$ cat src/oms_pkg.sv
// Purpose: shared constants for the OTN maintenance signal block
// Assumes: byte-wide frame stream with overhead-position flags
// Notes: status codes are the 3-bit STAT field values
package oms_pkg;
   localparam int DATA_W = 8;
   localparam int STAT_W = 3;
   localparam int PN_W = 11;
   localparam int PN_TAP_A = 9;
   localparam int PN_TAP_B = 11;
   localparam logic [10:0] PN_SEED = 11'h7FF;
   localparam logic [7:0] AIS_BYTE = 8'hFF;
   localparam logic [7:0] OCI_BYTE = 8'h66;
   localparam logic [7:0] LCK_BYTE = 8'h55;
   localparam logic [2:0] STAT_AIS = 3'h7;
   localparam logic [2:0] STAT_OCI = 3'h6;
   localparam logic [2:0] STAT_LCK = 3'h5;
   localparam int TCM_N = 6;
   localparam int DET_CNT = 3;
   localparam int PN_MATCH_CNT = 4;
   typedef enum logic [2:0] {
      OMS_PASS,
      OMS_ODU_AIS,
      OMS_OCI,
      OMS_LCK,
      OMS_GAIS,
      OMS_OTUC_AIS
   } oms_mode_e;
endpackage

$ cat src/oms_maint_gen_det.sv
// Purpose: OTN maintenance signal insertion and detection
// Assumes: byte stream with flags marking FA OH and OTU OH bytes
// Notes: one ODU instance per byte lane; ODUCn lanes set by instance
//
// Overview of operation
// Upstream defect forces ODU-AIS; detected AIS suppresses signal fail, not the LOS defect.
// Unconnected output point gets OCI inserted.
// Sink detects OCI to tell opened connection from a defect.
// Administrative lock sends LCK downstream instead of traffic.
// Payload missing indication suppresses loss-of-signal defect.
// Terminated OTU with server forward defect sends ODU-AIS.
// Unterminated OTUCn with server forward defect sends OTUCn-AIS.
// OTUk-AIS is free-running PN-11 across frame boundaries.
// OTUk-AIS detected but optional to generate; never for OTU0.
// OTUCn-AIS is all ones except frame alignment overhead.
// OTUCn-AIS detected from SM status bits.
// ODU-AIS is all ones except FA and OTU overhead.
// ODUCn carries n AIS instances; ODUk carries one.
// Detection relies only on status fields, tolerating added overhead.
// ODU-AIS recognised from PM and TCM status bits.
// OCI fills 0x66 pattern or other with status 110; not ODUCn.
// ODUk-OCI recognised from PM and TCM status bits.
// LCK fills 0x55 pattern or other with status 101.
// ODU-LCK recognised from PM and TCM status bits.
// Generic-AIS is 2047-bit sequence from 1 + x^9 + x^11.
// PN-11 register seeded non-zero and free-running.
`timescale 1ns/1ps
module oms_maint_gen_det
#(
   parameter int N_INST = 1,
   parameter logic [7:0] OCI_PAT = oms_pkg::OCI_BYTE,
   parameter logic [7:0] LCK_PAT = oms_pkg::LCK_BYTE,
   parameter bit GEN_OTUK_AIS = 1'b1
)
(
   input wire logic clk,
   input wire logic arst_n,
   input wire logic [7:0] inData,
   input wire logic inValid,
   input wire logic inFaOh,
   input wire logic inOtuOh,
   input wire logic isCn,
   input wire logic isOtu0,
   input wire logic otuTerminated,
   input wire logic upstreamDefect,
   input wire logic serverFdi,
   input wire logic notConnected,
   input wire logic adminLock,
   input wire logic useGenericAis,
   input wire logic pmiIn,
   input wire logic losIn,
   input wire logic [N_INST-1:0] instSel,
   input wire logic statValid,
   input wire logic [2:0] smStat,
   input wire logic [2:0] pmStat,
   input wire logic [3*oms_pkg::TCM_N-1:0] tcmStat,
   input wire logic pnCheckValid,
   input wire logic pnMatch,
   output logic [7:0] outData,
   output logic outValid,
   output logic [2:0] modeOut,
   output logic aisDet,
   output logic ociDet,
   output logic lckDet,
   output logic otucAisDet,
   output logic otukAisDet,
   output logic losDefect,
   output logic signalFail
);
   localparam int NDET = oms_pkg::TCM_N + 2;

   function automatic logic isCode(input logic [2:0] s, input logic [2:0] c);
      return s == c;
   endfunction

   // Bytes that a maintenance fill other than OTUCn-AIS may replace
   function automatic logic isPay(input logic fa, input logic otu);
      return !fa && !otu;
   endfunction

   oms_pkg::oms_mode_e mode_reg;
   oms_pkg::oms_mode_e mode_next;
   logic [7:0] data_reg;
   logic [7:0] data_next;
   logic valid_reg;
   logic valid_next;
   logic [7:0] pnByte;
   logic pnAdvance;
   logic [2:0] acc [NDET];
   logic [2:0] rawStat [NDET];
   logic ais_reg;
   logic ais_next;
   logic oci_reg;
   logic oci_next;
   logic lck_reg;
   logic lck_next;
   logic otuc_reg;
   logic otuc_next;
   logic otuk_reg;
   logic otuk_next;
   logic los_reg;
   logic los_next;
   logic sf_reg;
   logic sf_next;
   logic [1:0] pnCnt_reg;
   logic [1:0] pnCnt_next;

   assign rawStat[0] = smStat;
   assign rawStat[1] = pmStat;

   genvar g;
   generate
      for (g = 0; g < oms_pkg::TCM_N; g++)
      begin : gTcm
         assign rawStat[g + 2] = tcmStat[3*g +: 3];
      end
      for (g = 0; g < NDET; g++)
      begin : gDet
         oms_stat_det uDet
         (
            .clk(clk),
            .arst_n(arst_n),
            .statValid(statValid),
            .statIn(rawStat[g]),
            .statAccepted(acc[g])
         );
      end
   endgenerate

   // Generic-AIS byte source, advanced only on bytes it fills
   assign pnAdvance = inValid && mode_next == oms_pkg::OMS_GAIS &&
                      isPay(inFaOh, inOtuOh);

   oms_pn11 uPn
   (
      .clk(clk),
      .arst_n(arst_n),
      .advance(pnAdvance),
      .pnByte(pnByte)
   );

   // Insertion mode, highest priority first
   always_comb
   begin
      mode_next = oms_pkg::OMS_PASS;
      if (serverFdi && isCn && !otuTerminated)
      begin
         mode_next = oms_pkg::OMS_OTUC_AIS;
      end
      else if (serverFdi || upstreamDefect)
      begin
         mode_next = oms_pkg::OMS_ODU_AIS;
      end
      else if (useGenericAis && GEN_OTUK_AIS && !isCn && !isOtu0)
      begin
         mode_next = oms_pkg::OMS_GAIS;
      end
      else if (adminLock)
      begin
         mode_next = oms_pkg::OMS_LCK;
      end
      else if (notConnected && !isCn)
      begin
         mode_next = oms_pkg::OMS_OCI;
      end
   end

   // Byte replacement; instSel picks ODUCn instances
   always_comb
   begin
      logic hit;
      logic pay;
      hit = isCn ? |instSel : 1'b1;
      pay = isPay(inFaOh, inOtuOh);
      data_next = inData;
      valid_next = inValid;
      case (mode_next)
         oms_pkg::OMS_OTUC_AIS:
            if (!inFaOh)
            begin
               data_next = oms_pkg::AIS_BYTE;
            end
         oms_pkg::OMS_ODU_AIS:
            if (pay && hit)
            begin
               data_next = oms_pkg::AIS_BYTE;
            end
         oms_pkg::OMS_LCK:
            if (pay && hit)
            begin
               data_next = LCK_PAT;
            end
         oms_pkg::OMS_OCI:
            if (pay)
            begin
               data_next = OCI_PAT;
            end
         oms_pkg::OMS_GAIS:
            if (pay)
            begin
               data_next = pnByte;
            end
         oms_pkg::OMS_PASS:
            data_next = inData;
         default:
            data_next = inData;
      endcase
   end

   // AIS, OCI and LCK detection purely from status fields; OTUk-AIS from the PN match inputs
   // Added TCM, GCC or APS overhead thus cannot hide a signal
   always_comb
   begin
      ais_next = 1'b0;
      oci_next = 1'b0;
      lck_next = 1'b0;
      for (int i = 1; i < NDET; i++)
      begin
         ais_next |= isCode(acc[i], oms_pkg::STAT_AIS);
         oci_next |= isCode(acc[i], oms_pkg::STAT_OCI) && !isCn;
         lck_next |= isCode(acc[i], oms_pkg::STAT_LCK);
      end
      otuc_next = isCn && isCode(acc[0], oms_pkg::STAT_AIS);
      pnCnt_next = pnCnt_reg;
      otuk_next = otuk_reg;
      if (pnCheckValid)
      begin
         if (!pnMatch)
         begin
            pnCnt_next = 2'h0;
         end
         else if (pnCnt_reg != 2'(oms_pkg::PN_MATCH_CNT - 1))
         begin
            pnCnt_next = pnCnt_reg + 2'h1;
         end
         otuk_next = pnMatch &&
                     pnCnt_reg == 2'(oms_pkg::PN_MATCH_CNT - 1);
      end
      if (isCn || isOtu0)
      begin
         otuk_next = 1'b0;
      end
      los_next = losIn && !pmiIn;
      sf_next = (losIn && !pmiIn) && !(ais_next || otuc_next);
   end

   always_ff @(posedge clk or negedge arst_n)
   begin
      if (!arst_n)
      begin
         mode_reg <= oms_pkg::OMS_PASS;
         data_reg <= 8'h00;
         valid_reg <= 1'b0;
         ais_reg <= 1'b0;
         oci_reg <= 1'b0;
         lck_reg <= 1'b0;
         otuc_reg <= 1'b0;
         otuk_reg <= 1'b0;
         los_reg <= 1'b0;
         sf_reg <= 1'b0;
         pnCnt_reg <= 2'h0;
      end
      else
      begin
         mode_reg <= mode_next;
         data_reg <= data_next;
         valid_reg <= valid_next;
         ais_reg <= ais_next;
         oci_reg <= oci_next;
         lck_reg <= lck_next;
         otuc_reg <= otuc_next;
         otuk_reg <= otuk_next;
         los_reg <= los_next;
         sf_reg <= sf_next;
         pnCnt_reg <= pnCnt_next;
      end
   end

   assign outData = data_reg;
   assign outValid = valid_reg;
   assign modeOut = mode_reg;
   assign aisDet = ais_reg;
   assign ociDet = oci_reg;
   assign lckDet = lck_reg;
   assign otucAisDet = otuc_reg;
   assign otukAisDet = otuk_reg;
   assign losDefect = los_reg;
   assign signalFail = sf_reg;
endmodule

$ cat src/oms_pn11.sv
// Purpose: PN-11 generic-AIS byte generator
// Assumes: advance asserted once per payload byte emitted
// Notes: runs across frames, never realigned; pnByte is the next byte
`timescale 1ns/1ps
module oms_pn11
(
   input wire logic clk,
   input wire logic arst_n,
   input wire logic advance,
   output logic [7:0] pnByte
);
   logic [10:0] lfsr_reg;
   logic [10:0] lfsr_next;
   logic [7:0] byte_next;

   always_comb
   begin
      logic [10:0] s;
      s = lfsr_reg;
      byte_next = 8'h00;
      for (int i = 0; i < 8; i++)
      begin
         byte_next[7 - i] = s[oms_pkg::PN_TAP_B - 1];
         s = {s[9:0], s[oms_pkg::PN_TAP_B - 1] ^ s[oms_pkg::PN_TAP_A - 1]};
      end
      lfsr_next = advance ? s : lfsr_reg;
      if (lfsr_next == 11'h000)
      begin
         lfsr_next = oms_pkg::PN_SEED;
      end
   end

   always_ff @(posedge clk or negedge arst_n)
   begin
      if (!arst_n)
      begin
         lfsr_reg <= oms_pkg::PN_SEED;
      end
      else
      begin
         lfsr_reg <= lfsr_next;
      end
   end

   // Current state's byte, so the first fill is already sequence bits
   assign pnByte = byte_next;
endmodule

$ cat src/oms_stat_det.sv
// Purpose: persistent STAT code detector for one overhead field
// Assumes: statValid pulses once per frame with a fresh field
// Notes: a code is accepted after DET_CNT equal frames
`timescale 1ns/1ps
module oms_stat_det
(
   input wire logic clk,
   input wire logic arst_n,
   input wire logic statValid,
   input wire logic [2:0] statIn,
   output logic [2:0] statAccepted
);
   logic [2:0] last_reg;
   logic [2:0] last_next;
   logic [1:0] cnt_reg;
   logic [1:0] cnt_next;
   logic [2:0] acc_reg;
   logic [2:0] acc_next;

   always_comb
   begin
      last_next = last_reg;
      cnt_next = cnt_reg;
      acc_next = acc_reg;
      if (statValid)
      begin
         last_next = statIn;
         if (statIn != last_reg)
         begin
            cnt_next = 2'h1;
         end
         else if (cnt_reg != 2'(oms_pkg::DET_CNT))
         begin
            cnt_next = cnt_reg + 2'h1;
         end
         if (statIn == last_reg && cnt_reg == 2'(oms_pkg::DET_CNT - 1))
         begin
            acc_next = statIn;
         end
      end
   end

   always_ff @(posedge clk or negedge arst_n)
   begin
      if (!arst_n)
      begin
         last_reg <= 3'h0;
         cnt_reg <= 2'h0;
         acc_reg <= 3'h0;
      end
      else
      begin
         last_reg <= last_next;
         cnt_reg <= cnt_next;
         acc_reg <= acc_next;
      end
   end

   assign statAccepted = acc_reg;
endmodule

$ cat config.mk
export PLATFORM = sky130hd
export DESIGN_NAME = oms_maint_gen_det
export DESIGN_NICKNAME = d
export VERILOG_FILES = /design/src/oms_pkg.sv /design/src/oms_maint_gen_det.sv /design/src/oms_pn11.sv /design/src/oms_stat_det.sv
export SDC_FILE = /design/constraint.sdc
export NUM_CORES = 1
export LEC_CHECK = 0
export BUFFER_PORTS_ARGS = -buffer_cell sky130_fd_sc_hd__buf_2
export CAP_MARGIN = 25
export CORE_MARGIN = 4
export CORE_UTILIZATION = 45
export DETAILED_ROUTE_END_ITERATION = 10
export PLACE_DENSITY = 0.68
export SYNTH_ARGS = -nofsm -noshare
export SYNTH_HDL_FRONTEND = slang
export SYNTH_SLANG_ARGS = --single-unit
$ cat constraint.sdc
create_clock -name clk -period 1.42 [get_ports clk]
set_clock_uncertainty 0.05 [all_clocks]
set_input_delay 0.213 -clock clk [delete_from_list [all_inputs] [get_ports clk]]
set_output_delay 0.213 -clock clk [all_outputs]
set_load 0.01 [all_outputs]
==> results.toml <==
[min_path]
holdCritPathClass = "in -> reg"

[logic_synthesis]
synth_top_area_frac = 0.442
synth_async_sr_flop_share = 1.00
synth_top_area_cell = "dfrtp_1"
synth_seq_cells = 96
synth_common_cells = "dfrtp_1 (85), mux2_2 (48), nand2_1 (34), xnor2_1 (32), o21ai_0 (21)"
synth_warnings = 0
synth.most_common_cell = "dfrtp_1"
synthTopCellsByArea = "dfrtp_1 (44%), mux2_2 (11%), dfstp_2 (6.0%), xnor2_1 (5.8%), ha_1 (4.4%)"
yosysSeqAreaShare = 0.502
synth_flop_cell = "dfrtp_1"
netlist-cell-type-count = 51
synth_area_um2 = 4810
synth_edf_count = 0
syn_inst = 418
syn_area_per_cell_um2 = 11.5
synthesis.nets = 486

[setup_path]
worst-setup-path-type = "reg -> reg"
cp.required_ps = 1620
start_kind = "flop"
path_max_fanout = 3
arrival_ps = 1730
critical_path.slowest_cell = "dfrtp_1"
slowest_delay_ps = 420
crit_path_end_kind = "flop"
cp_cell_sequence = "xnor2_2 > nand4_1 > or2_4 > mux2_2"

[cells_and_area]
antenna_cells = 0
syn_to_final_growth_pct = 31.2
drive_above_1_share = 0.467
final_util = 0.609
design_area_um2 = 6310
finish.net_count = 628

[clock_tree]
clockRootBuffer = "clkbuf_8"
cts.clk_slew.worst_paths_ps = 90
htreeDepth = 3
cts_buffer_depth = 2
numCtsBuffers = 9
clock_latency_ps = 370
clock_sinks = 96
tritoncts = "yes"

[drt]
wl_um = 11100
drc = 0
first_pass_iters = 4
vias = 3716
wl_per_cell_um = 15.8
viasPerCell = 5.30
drtAntennaViolNets = 0
drt_iter0_markers = 102

[global_route]
grt.total_usage = 0.181
grt_max_degree = 29
grt_overflow = 0
antenna_found_initial = 0
grt_pass1_wl_um = 18300
grt_pass1_vias = 3861

[pwr]
power_leakage_nw = 3.11
ir_drop_uv = 586
power_density_nw_per_um2 = 1070

[timing]
rsz0062_at_grt = "true"
min_period_over_period = 1.08
tns_ps = -524
hold_viol = 0
slew_headroom = 0.693
fmax_mhz = 652
fin_ws_ps = -113
tightest_slew_ps = 461
finalMaxSlewViolations = 0
setup_viol = 15
period_needed_ps = 1530

[die]
coreArea_um2 = 10400
dieHeight_um = 111
io_pins = 70
placementRows = 37
initial_core_util = 0.464
die_area_um2 = 12400
chipWidth_um = 111

[placement]
place_hpwl_um = 8220
dpl-instance-area_um2 = 5770
io_buffer_count = 69
gp_congestion = 0.900

[outcome]
violations = "negative setup slack"
status = "complete, but fails checks"

[job]
max_cap_viol_count = 0
-- cells by family (layout without fill, tap and decap cells) --
kind of cell             count (synthesis)  count (layout)  share of synthesized area
AND/OR/NAND/NOR                        118             118                      0.138
flip-flops                              96              96                      0.502
AO/OA/AOI/OAI                           72              72                      0.106
multiplexers                            53              53                      0.123
XOR/XNOR                                32              32                     0.0582
buffers and inverters                   30             177                     0.0291
adder cells (fa/ha/maj)                 17              17                     0.0442
-- repair_timing --
item	4_1_cts	5_1_grt
setup endpoints to repair	24	32
endpoints found under the hold margin	14	0
setup buffers	7	7
gates resized for setup	24	25
pin swaps	26	8
hold buffers	3	0
-- critical path, delay by kind of cell (launching register included) --
family,cells,cell delay [ps]
simple gates,2,480
mux,1,270
xor+xnor,1,200
flops,1,420
-- power breakdown --
group          switching (mW)  total (mW)  internal, mW
sequential              0.383        3.53          3.14
combinational           0.678        1.50         0.824
clock                   0.925        1.74         0.816
total                    1.99        6.77          4.78
-- area by class of cell --
cell class	instances	area, um2
Timing Repair Buffer	140	967
Clock buffer	11	131
Clock inverter	5	56.3
Fill cell	855	4060
Sequential cell	96	2420
Multi-Input combinational cell	292	2490
Inverter	21	78.8
Tap cell	136	170
-- through the flow --
| stage | std cells | setup WS, ps | hold WS, ps | total power, mW |
|---|---|---|---|---|
| 5_1_grt | 701 | -153 | 24.0 | 7.18 |
| 3_3_place_gp | 670 | -130 | 132 | 4.75 |
| 2_1_floorplan | 418 | 3.70 | -133 | 4.25 |
| 3_5_place_dp | 670 | -195 | 136 | 4.84 |
| 4_1_cts | 696 | -65.9 | 9.32 | 6.70 |
| 6_report | 701 | -113 | 15.5 | 6.77 |
-- metal layers --
| layer | global-route usage | vias up | routed length (um) |
|---|---|---|---|
| met5 | 0 | - | 0 |
| met4 | 0.0600 | 0 | 229 |
| met3 | 0.0516 | 21 | 618 |
| met2 | 0.312 | 85 | 5620 |
| met1 | 0.221 | 1819 | 4640 |
| li1 | - | 1791 | - |
-- final timing paths --
check,to,slack (ps),start,cells past startpoint
min in group asynchronous,gDet[4].uDet.cnt_reg[0],280,arst_n,2
worst max register to register,gDet[4].uDet.statAccepted[2],-110,gDet[4].uDet.last_reg[0],4
worst min register to register,gDet[0].uDet.statAccepted[1],460,gDet[0].uDet.statAccepted[1],1
max in group asynchronous,gDet[1].uDet.last_reg[0],510,arst_n,3
worst max-delay path,gDet[4].uDet.statAccepted[2],-110,gDet[4].uDet.last_reg[0],4
worst min-delay path,outData[4],20,inData[4],3
-- cell usage in the layout (no fill, tap or decap), types with 5 or more instances in the layout --
master / instances
ha_1: 17
mux2_2: 48
dfstp_2: 11
or2_4: 8
nor2b_1: 6
buf_4: 62
nand2_1: 34
nand4_1: 16
mux2i_1: 5
o211ai_2: 8
a21oi_1: 6
a21o_1: 10
buf_2: 68
xnor2_2: 24
xnor2_1: 8
o22ai_1: 9
dfrtp_1: 85
nor2_1: 7
buf_12: 6
inv_1: 20
o21ai_1: 6
o21ai_0: 13
clkbuf_8: 9
nand3_1: 9
nor3_1: 11
No activity file was read; power rests on OpenSTA's default activity.
